### config.mk
export PLATFORM = sky130hd
export DESIGN_NAME = host_decode_and_strap_capture
export DESIGN_NICKNAME = d
export VERILOG_FILES = /design/src/rtl/host_port_pkg.sv /design/src/rtl/host_decode_and_strap_capture.sv
export SDC_FILE = /design/constraint.sdc
export NUM_CORES = 1
export LEC_CHECK = 0
export BUFFER_PORTS_ARGS = -buffer_cell sky130_fd_sc_hd__buf_2
export CAP_MARGIN = 20
export CELL_PAD_IN_SITES_DETAIL_PLACEMENT = 0
export CELL_PAD_IN_SITES_GLOBAL_PLACEMENT = 1
export CORE_UTILIZATION = 37
export CTS_BUF_LIST = sky130_fd_sc_hd__clkbuf_4 sky130_fd_sc_hd__clkbuf_8
export DETAILED_ROUTE_END_ITERATION = 12
export GPL_ROUTABILITY_DRIVEN = 0
export PLACE_DENSITY_LB_ADDON = 0.1
export REMOVE_ABC_BUFFERS = 1
export SLEW_MARGIN = 20
export SYNTH_ARGS = -nofsm -noshare
export SYNTH_HDL_FRONTEND = slang
export SYNTH_SLANG_ARGS = --single-unit
export TNS_END_PERCENT = 20
### constraint.sdc
create_clock -name clk -period 2.5 [get_ports clk]
set_clock_uncertainty 0.15 [all_clocks]
set_input_delay 0.375 -clock clk [delete_from_list [all_inputs] [get_ports clk]]
set_output_delay 0.375 -clock clk [all_outputs]
set_load 0.03 [all_outputs]
### src/rtl/host_port_pkg.sv
/*
 * package for the host decode and strap capture block: bus offsets,
 * host address map, strap layouts and carrier structs.
 * assumes a single 25 MHz clock domain.
 */
package host_port_pkg;

    localparam int ADDR_W      = 11;
    localparam int DATA_W      = 8;
    localparam int AV_ADDR_W   = 4;

    // avalon word byte addresses of the control registers
    localparam logic [AV_ADDR_W-1:0] OFF_CTRL    = 4'h0;
    localparam logic [AV_ADDR_W-1:0] OFF_STRAP   = 4'h4;
    localparam logic [AV_ADDR_W-1:0] OFF_SETUP   = 4'h8;
    localparam logic [AV_ADDR_W-1:0] OFF_ACCESS  = 4'hC;

    localparam logic [31:0] UNMAPPED_DATA = 32'h0000_0000;

    // ctrl register: bit 0 enables the host port
    localparam int CTRL_EN_BIT = 0;
    localparam logic CTRL_RESET = 1'b1;

    // strap layout in the strap status and setup registers
    localparam int STRAP_BASE_LSB = 0;
    localparam int STRAP_CFG_LSB  = 2;
    localparam int SETUP_CLK_BIT  = 0;

    // the four index/data base addresses chosen by the base straps
    localparam logic [ADDR_W-1:0] BASE_ADDR_0 = 11'h398;
    localparam logic [ADDR_W-1:0] BASE_ADDR_1 = 11'h26E;
    localparam logic [ADDR_W-1:0] BASE_ADDR_2 = 11'h15C;
    localparam logic [ADDR_W-1:0] BASE_ADDR_3 = 11'h2E;
    localparam logic [ADDR_W-1:0] DATA_OFFSET = 11'h001;

    typedef enum logic [1:0] {
        SEL_NONE  = 2'b00,
        SEL_INDEX = 2'b01,
        SEL_DATA  = 2'b10,
        SEL_DMA   = 2'b11
    } sel_t;

    typedef struct packed {
        logic              rd;
        logic              wr;
        logic              dack;
        logic              qual;
        logic [ADDR_W-1:0] addr;
    } host_req_t;

    typedef struct packed {
        logic [1:0] base;
        logic [4:0] cfg;
        logic       clk_opt;
    } straps_t;

endpackage

### src/rtl/host_decode_and_strap_capture.sv
/*
 * host decode and strap capture: decodes the host address into the
 * index/data registers, moves bytes on the 8-bit host data bus, skips
 * decode for dma, and captures straps during reset.
 * assumes host pins and straps are asynchronous to clk; the avalon
 * master runs on clk.
 */
`timescale 1ns/1ps
module host_decode_and_strap_capture
    import host_port_pkg::*;
(
    input  wire logic                 clk,
    input  wire logic                 srst,
    input  wire logic [ADDR_W-1:0]    host_address,
    input  wire logic                 address_qualifier,
    input  wire logic                 host_rd_n,
    input  wire logic                 host_wr_n,
    input  wire logic                 dma_ack_n,
    input  wire logic [DATA_W-1:0]    host_data_bus_in,
    output logic      [DATA_W-1:0]    host_data_bus_out,
    output logic                      host_data_bus_oe_n,
    input  wire logic [1:0]           base_select_straps,
    input  wire logic [4:0]           default_config_straps,
    input  wire logic                 clock_option_strap,
    output logic      [4:0]           config_select,
    input  wire logic [AV_ADDR_W-1:0] avs_address,
    input  wire logic                 avs_read,
    input  wire logic                 avs_write,
    input  wire logic [31:0]          avs_writedata,
    input  wire logic [3:0]           avs_byteenable,
    output logic      [31:0]          avs_readdata,
    output logic                      avs_waitrequest
);

    // two-flop synchronisers for all pin inputs
    localparam int SYNC_W = ADDR_W + 4 + DATA_W + 8;
    logic [SYNC_W-1:0] sync1_reg;
    logic [SYNC_W-1:0] sync2_reg;
    always_ff @(posedge clk) begin
        sync1_reg <= {host_address, address_qualifier, host_rd_n, host_wr_n, dma_ack_n,
                      host_data_bus_in, base_select_straps, default_config_straps,
                      clock_option_strap};
        sync2_reg <= sync1_reg;
    end

    host_req_t          req;
    logic [DATA_W-1:0]  din;
    straps_t            straps;
    assign req    = '{rd: ~sync2_reg[SYNC_W-ADDR_W-2], wr: ~sync2_reg[SYNC_W-ADDR_W-3],
                      dack: ~sync2_reg[SYNC_W-ADDR_W-4], qual: sync2_reg[SYNC_W-ADDR_W-1],
                      addr: sync2_reg[SYNC_W-1 -: ADDR_W]};
    assign din    = sync2_reg[15:8];
    assign straps = sync2_reg[7:0];

    // register state
    logic              ctrl_en_reg,  ctrl_en_next;
    straps_t           strap_reg,    strap_next;
    logic [DATA_W-1:0] index_reg,    index_next;
    logic [DATA_W-1:0] data_reg,     data_next;
    logic [DATA_W-1:0] dout_reg,     dout_next;
    logic              oe_n_reg,     oe_n_next;
    logic              wr_d_reg,     wr_d_next;
    logic [31:0]       rdata_reg,    rdata_next;
    logic              wait_reg,     wait_next;
    sel_t              last_sel_reg, last_sel_next;

    logic [ADDR_W-1:0] base_addr;
    sel_t              sel;

    // base address from straps
    always_comb begin
        case (strap_reg.base)
            2'b00:   base_addr = BASE_ADDR_0;
            2'b01:   base_addr = BASE_ADDR_1;
            2'b10:   base_addr = BASE_ADDR_2;
            default: base_addr = BASE_ADDR_3;
        endcase
    end

    // access decode
    always_comb begin
        sel = SEL_NONE;
        if (req.dack) begin
            sel = SEL_DMA;
        end else if (!req.qual) begin
            if (req.addr == base_addr) begin
                sel = SEL_INDEX;
            end else if (req.addr == base_addr + DATA_OFFSET) begin
                sel = SEL_DATA;
            end
        end
    end

    always_comb begin
        ctrl_en_next  = ctrl_en_reg;
        strap_next    = strap_reg;
        index_next    = index_reg;
        data_next     = data_reg;
        dout_next     = dout_reg;
        oe_n_next     = 1'b1;
        wr_d_next     = req.wr;
        last_sel_next = last_sel_reg;
        rdata_next    = rdata_reg;
        wait_next     = 1'b1;
        if (srst) begin
            strap_next = straps;
        end
        // host side
        if (ctrl_en_reg && req.rd && sel != SEL_NONE) begin
            oe_n_next = 1'b0;
            dout_next = (sel == SEL_INDEX) ? index_reg : data_reg;
        end
        if (ctrl_en_reg && req.wr && !wr_d_reg && sel != SEL_NONE) begin
            last_sel_next = sel;
            if (sel == SEL_INDEX) begin
                index_next = din;
            end else begin
                data_next = din;
            end
        end
        // avalon slave: one wait cycle then answer
        if ((avs_read || avs_write) && wait_reg) begin
            wait_next  = 1'b0;
            rdata_next = UNMAPPED_DATA;
            case (avs_address)
                OFF_CTRL:   rdata_next[CTRL_EN_BIT] = ctrl_en_reg;
                OFF_STRAP: begin
                    rdata_next[STRAP_BASE_LSB +: 2] = strap_reg.base;
                    rdata_next[STRAP_CFG_LSB +: 5]  = strap_reg.cfg;
                end
                OFF_SETUP:  rdata_next[SETUP_CLK_BIT] = strap_reg.clk_opt;
                OFF_ACCESS: rdata_next = {14'h0, last_sel_reg, index_reg, data_reg};
                default:    rdata_next = UNMAPPED_DATA;
            endcase
        end
        // a write lands at the edge that sees waitrequest low
        if (avs_write && !wait_reg && avs_byteenable[0] && avs_address == OFF_CTRL) begin
            ctrl_en_next = avs_writedata[CTRL_EN_BIT];
        end
    end

    always_ff @(posedge clk) begin
        if (srst) begin
            ctrl_en_reg  <= CTRL_RESET;
            index_reg    <= '0;
            data_reg     <= '0;
            dout_reg     <= '0;
            oe_n_reg     <= 1'b1;
            wr_d_reg     <= 1'b0;
            rdata_reg    <= '0;
            wait_reg     <= 1'b1;
            last_sel_reg <= SEL_NONE;
        end else begin
            ctrl_en_reg  <= ctrl_en_next;
            index_reg    <= index_next;
            data_reg     <= data_next;
            dout_reg     <= dout_next;
            oe_n_reg     <= oe_n_next;
            wr_d_reg     <= wr_d_next;
            rdata_reg    <= rdata_next;
            wait_reg     <= wait_next;
            last_sel_reg <= last_sel_next;
        end
        strap_reg <= strap_next;
    end

    always_ff @(posedge clk) begin
        config_select <= strap_reg.cfg;
    end

    assign host_data_bus_out  = dout_reg;
    assign host_data_bus_oe_n = oe_n_reg;
    assign avs_readdata       = rdata_reg;
    assign avs_waitrequest    = wait_reg;

    qual_blocks_sel_a: assert property (@(posedge clk) disable iff (srst)
        (req.qual && !req.dack) |-> sel == SEL_NONE)
        else $error("address selected while qualifier high");
    dma_ignores_qual_a: assert property (@(posedge clk) disable iff (srst)
        req.dack |-> sel == SEL_DMA)
        else $error("dma access not selected");
    drive_only_read_a: assert property (@(posedge clk) disable iff (srst)
        !oe_n_reg |-> $past(req.rd) && $past(sel) != SEL_NONE)
        else $error("bus driven outside selected read");
    strap_latch_a: assert property (@(posedge clk)
        ($past(srst) && $past(srst, 3)) |-> strap_reg.clk_opt == $past(straps.clk_opt))
        else $error("clock option not latched in reset");
    base_decode_a: assert property (@(posedge clk) disable iff (srst)
        (!req.dack && !req.qual && req.addr == base_addr) |-> sel == SEL_INDEX)
        else $error("index not decoded at base");
    index_write_a: assert property (@(posedge clk) disable iff (srst)
        (ctrl_en_reg && req.wr && !wr_d_reg && sel == SEL_INDEX) |=> index_reg == $past(din))
        else $error("index write lost");
    cfg_follow_a: assert property (@(posedge clk) disable iff (srst)
        ##1 config_select == $past(strap_reg.cfg))
        else $error("config select mismatch");
    avs_answer_a: assert property (@(posedge clk) disable iff (srst)
        (avs_read && wait_reg) |=> !wait_reg)
        else $error("avalon answer late");
    dma_write_a: assert property (@(posedge clk) disable iff (srst)
        (ctrl_en_reg && req.wr && !wr_d_reg && req.dack) |=> data_reg == $past(din))
        else $error("dma write lost");
    qual_write_a: assert property (@(posedge clk) disable iff (srst)
        (req.qual && !req.dack && req.wr) |=> $stable(index_reg) && $stable(data_reg))
        else $error("write landed while qualifier high");
    cfg_latch_a: assert property (@(posedge clk)
        ($past(srst) && $past(srst, 3)) |-> strap_reg.cfg == $past(straps.cfg))
        else $error("config straps not latched in reset");
    ctrl_write_a: assert property (@(posedge clk) disable iff (srst)
        (avs_write && !wait_reg && avs_byteenable[0] && avs_address == OFF_CTRL)
        |=> ctrl_en_reg == $past(avs_writedata[CTRL_EN_BIT]))
        else $error("ctrl write lost");

endmodule

==> results of run 1 <==
critical path: stages (launching register included):
cell,delay (ps)
edfxtp_1,450
ha_1,250
or4_4,540
buf_6,140
a2111oi_4,260
buf_4,190
bufbuf_16,250
nand3_1,80
a311oi_1,210
cells in the mapped netlist, drive strengths merged (3+ instances only):
master and number:
a211oi 8, a21oi 10, a22oi 18, a311o 8, a311oi 8, a31oi 8, and2 3, and3 9
buf 20, clkbuf 22, dfxtp 115, edfxtp 8, ha 5, inv 6, mux2 5, nand2 15
nand3 17, nand4 16, nor2 24, nor3 3, nor4b 10, o21ai 10, o31ai 8
cell type report:
cell class,count,area [um2],area share
flip-flops and latches,123,2540,0.439
multi-input cells,221,1590,0.274
repair buffers,138,1040,0.180
clock buffers,17,234,0.0404
clock inverters,15,188,0.0324
well taps,140,175,0.0303
inverters,6,22.5,0.00389
final timing paths:
| kind | startpoint | end | slack [ps] |
|---|---|---|---|
| setup / recovery | strap_reg[6] | host_data_bus_out[7] | -100 |
| hold / removal | avs_byteenable[0] | ctrl_en_reg | 130 |
| setup reg to reg | strap_reg[6] | host_data_bus_out[7] | -100 |
| hold reg to reg | sync1_reg[13] | sync2_reg[13] | 170 |
logic make-up (layout without fill, tap and decap cells):
kind of cell / Yosys count / count (layout) / share of synthesized area
buf+inv: 48 / 176 / 0.0590
other cells: 1 / 14 / 0.000893
flops: 123 / 123 / 0.605
compound gates: 87 / 87 / 0.156
fa+ha+maj: 5 / 5 / 0.0149
simple gates: 103 / 103 / 0.133
xor+xnor: 4 / 4 / 0.00834
mux: 8 / 8 / 0.0235
metal layers:
metal | vias to the layer above | GRT usage | routed length (um)
met3 | 12 | 0.0446 | 551
met2 | 116 | 0.266 | 4430
met5 | - | 0 | 0
met1 | 1512 | 0.243 | 4640
li1 | 1629 | - | -
met4 | 0 | 0.0734 | 133
timing repair:
action	in CTS	in global routing
setup buffers	4	1
resized for setup	14	18
pin swaps	25	7
hold endpoints to repair	32	0
hold buffers	32	0
gates cloned	2	0
setup endpoints to repair	27	27
power by group:
group	leakage (nW)	internal, mW	switching [mW]	total, mW
combinational	1.11	0.161	0.218	0.378
clock	0.210	1.01	0.841	1.85
sequential	1.03	2.07	0.0465	2.12
cell usage in the layout (no fill, tap or decap), types with 7 or more instances in the layout:
cell type / n
nor4b_1: 10
edfxtp_1: 8
and3_1: 8
dfxtp_1: 115
conb_1: 14
a211oi_1: 8
o21ai_0: 7
clkbuf_8: 17
buf_4: 23
a21oi_1: 8
nand4_1: 16
buf_2: 73
dlygate4sd3_1: 32
nand2_1: 14
a311o_1: 8
a22oi_1: 18
nand3_1: 15
a31oi_1: 8
nor2_1: 23
==> metrics.yaml, run 1 <==
fin_ws_ps: -100
critPathLaunchType: "register"
syn_inst: 379
total_power_mw: 4.34
cts.reportedPaths.clkPinSlew_ps: 70
required_ps: 2680
max_slew_margin: 0.547
grt_pass1_wl_um: 15800
place_ws_ps: -256
ys_seq_area_frac: 0.605
final_cells: 660
cts_buffers: 17
synth_seq_cells: 123
grt_max_degree: 62
fin_area_um2: 5790
period_share: 1.04
synth-edff-count: 8
rsz0062_at_grt: "yes"
hold-worst-slack_ps: 134
cap_viol_max_count: 0
synth.area.top_cells: "dfxtp_1 (55%), edfxtp_1 (5.7%), a22oi_1 (3.2%)"
synth_top_area_frac: 0.548
maxSlewViolCount: 0
htree_levels: 4
dp_hpwl_um: 6020
synth_warnings: 0
synthArstFlopShare: 0
drt_iter0_drc: 257
fp.dieH_um: 109
placedCellCount: 589
avgViaCountPerCell: 4.95
ant_nets: 0
num_rows: 38
worstHoldPathType: "input pin to register"
num_io_pins: 122
grt_pass1_vias: 3132
hold_viol: 0
totalWireLength_um: 9750
cp_max_fo: 4
syn_avg_cell_area_um2: 11.1
root_buffer: "clkbuf_8"
finalSetupViolCount: 15
tritoncts: "built"
start_util: 0.384
p_leak_nw: 2.35
r2r_cells: 8
drc: 0
overflow: 0
place_area_um2: 4810
endpoint_kind: "register"
vias: 3269
hold-path-cell-count: 4
area_growth_pct: 37.8
power_density_nw_per_um2: 750
clock_sinks: 123
worst_slew_pin_slew_ps: 676
arrival_ps: 2780
wire_per_inst_um: 14.8
final_nets: 587
max_freq_mhz: 385
yosys.area.top_type: "dfxtp_1"
cts_max_path_buffers: 2
synthFlopType: "dfxtp_1"
insertion_delay_ps: 410
design.core.area_um2: 10900
syn_area_um2: 4200
vdd_drop_max_uv: 379
n_fill_cell: 1027
path_class: "register to register"
outcome: "complete, but fails checks"
die_area_um2: 11800
die_w_um: 109
tns_ps: -888
grt.total_usage: 0.178
failed_checks: "setup timing"
finalWorstPathRequiredPeriod_ps: 2600
grt_antenna_before_repair: 0
first_pass_iters: 4
drive_above_1_share: 0.325
diodes: 0
place.port_buffers: 73
ys_types: 46
utilization: 0.529
Power figures use the tool's default switching activity.
==> inputs of run 2 (changes only) <==
==> constraint.sdc (replaced) <==
create_clock -name clk -period 2.5 [get_ports clk]
set_clock_uncertainty 0.15 [all_clocks]
set_input_delay 0.5 -clock clk [delete_from_list [all_inputs] [get_ports clk]]
set_output_delay 0.5 -clock clk [all_outputs]
set_load 0.03 [all_outputs]
==> metrics.yaml, run 2 (synthesis gave the netlist of run 1 again) <==
power_density_nw_per_um2: 745  # -0.78%
first_pass_iters: 5  # +1
num_io_pins: 122  # unchanged
num_rows: 38  # unchanged
fin_ws_ps: -52.9  # +47.6 ps
max_slew_margin: 0.517  # -0.0292
vdd_drop_max_uv: 427  # +13%
period_share: 1.02  # -0.0190
vias: 3270  # +0.031%
hold_viol: 0  # unchanged
clock_sinks: 123  # unchanged
endpoint_kind: "register"
final_cells: 658  # -0.30%
drc: 0  # unchanged
root_buffer: "clkbuf_8"
maxSlewViolCount: 0  # unchanged
crit_chain: "inv_2 > ha_4 > xor2_1 > or4_4 > a2111o_1 > a21o_1 > a221oi_2"
dp_hpwl_um: 6030  # +0.15%
die_w_um: 109  # unchanged
start_util: 0.384  # unchanged
fin_area_um2: 5750  # -0.58%
ant_nets: 0  # unchanged
worst_slew_pin_slew_ps: 724  # +47.5 ps
rsz0062_at_grt: "yes"
design.core.area_um2: 10900  # unchanged
failed_checks: "setup timing"
tritoncts: "built"
die_area_um2: 11800  # unchanged
drive_above_1_share: 0.330  # +0.00512
crit_slowest_cell: "a2111o_1"
outcome: "complete, but fails checks"
htree_levels: 4  # unchanged
cp_max_fo: 5  # +1
path_buf_inv: 1  # -2
regToRegStartpoint: "strap_reg[6]"
grt_pass1_vias: 3117  # -0.48%
area_growth_pct: 37.0
final_cell_mix: "dfxtp_1 (115), buf_2 (73), dlygate4sd3_1 (31)"
cts_buffers: 17  # unchanged
total_power_mw: 4.28  # -1.4%
worstHoldPathType: "input pin to register"
finalWorstPathRequiredPeriod_ps: 2550  # -47.6 ps
cp_top_family: "compound AO/OA/AOI/OAI gates"
final_nets: 585  # -0.34%
grt_pass1_wl_um: 16000  # +1.3%
diodes: 0  # unchanged
r2r_slack_ps: -50  # +50 ps
finalSetupViolCount: 19  # +4
drt_iter0_drc: 202  # -21%
critPathLaunchType: "register"
max_freq_mhz: 392  # +1.9%
fp.dieH_um: 109  # unchanged
hold-path-cell-count: 3  # -1
cts.reportedPaths.clkPinSlew_ps: 70  # about the same
cap_viol_max_count: 0  # unchanged
totalWireLength_um: 9910  # +1.6%
p_leak_nw: 2.32  # -1.2%
final_common_cell: "dfxtp_1"
hp-start: "avs_writedata[0]"
required_ps: 2700  # +20 ps
place.port_buffers: 73  # unchanged
insertion_delay_ps: 450  # +40 ps
cts_max_path_buffers: 2  # unchanged
wire_per_inst_um: 15.1  # +1.9%
grt_antenna_before_repair: 0  # unchanged
grt.total_usage: 0.184  # +0.00608
place_area_um2: 4810  # unchanged
hold_path_end: "ctrl_en_reg"
path_class: "register to register"
avgViaCountPerCell: 4.97  # +0.33%
placedCellCount: 589  # unchanged
critPathMaxStageDelay_ps: 560  # +20 ps
r2r_cells: 7  # -1
worstReg2RegEnd: "last_sel_reg[0]"
grt_max_degree: 62  # unchanged
arrival_ps: 2760  # -20 ps
overflow: 0  # unchanged
## run 2: cell types whose count changed in the layout (fill, tap and decap cells not counted), moves of 3 or more
cell,delta
clkinvlp_4,+3
o21ai_1,+5
inv_6,-5
o21ai_0,-5
## run 2: timing repair
item	in CTS	in global routing
endpoints found under the setup margin	27	27
endpoints found under the hold margin	31	0
pin swaps	3	18
setup buffers	1	3
gates cloned	0	2
resized for setup	13	25
hold buffers	31	0
## run 2: cell type report
type                            count  area, um2
Sequential cell                   123       2540
Clock buffer                       20        263
Inverter                            6       22.5
Timing Repair Buffer              136       1020
Multi-Input combinational cell    221       1590
Fill cell                        1037       5180
Tap cell                          140        175
Clock inverter                     12        148
## run 2: worst max-delay path by stage
stage / from / to / slack [ps] / cells past startpoint
2_1_floorplan: strap_reg[6] / host_data_bus_out[0] / -390 / 7
6_report: strap_reg[6] / last_sel_reg[0] / -50 / 7
3_3_place_gp: strap_reg[6] / host_data_bus_out[4] / -230 / 8
4_1_cts: strap_reg[6] / host_data_bus_out[4] / -90 / 10
5_1_grt: strap_reg[6] / host_data_bus_out[2] / -190 / 10
3_5_place_dp: strap_reg[6] / host_data_bus_out[3] / -260 / 8
## run 2: power breakdown
part / leakage (nW) / switching, mW / internal, mW / total [mW]
registers: 1.03 / 0.0466 / 2.07 / 2.12
clock network: 0.197 / 0.761 / 1.02 / 1.78
logic: 1.09 / 0.221 / 0.161 / 0.382
## run 2: worst reg2reg max path, stage by stage, from the launching register on
cell and delay [ps]:
edfxtp_1 420, inv_2 80, ha_4 170, xor2_1 150
or4_4 420, a2111o_1 560, a21o_1 270, a221oi_2 250
## run 2: metrics by stage
| stage | utilization | worst slack (ps) | TNS [ps] | hold slack [ps] |
|---|---|---|---|---|
| 2_1_floorplan | - | -390 | -8710 | 160 |
| 3_3_place_gp | 0.440 | -231 | -4360 | 160 |
| 3_5_place_dp | 0.440 | -264 | -4910 | 162 |
| 4_1_cts | 0.509 | -94.0 | -1060 | 86.0 |
| 5_1_grt | 0.526 | -193 | -3250 | 134 |
| 6_report | 0.526 | -52.9 | -645 | 119 |
## run 2: metal layers
metal,up-vias,track usage,wire length (um)
met5,-,0,0
met4,0,0.0946,211
met3,17,0.0597,602
met2,122,0.265,4440
met1,1509,0.243,4660
li1,1622,-,-
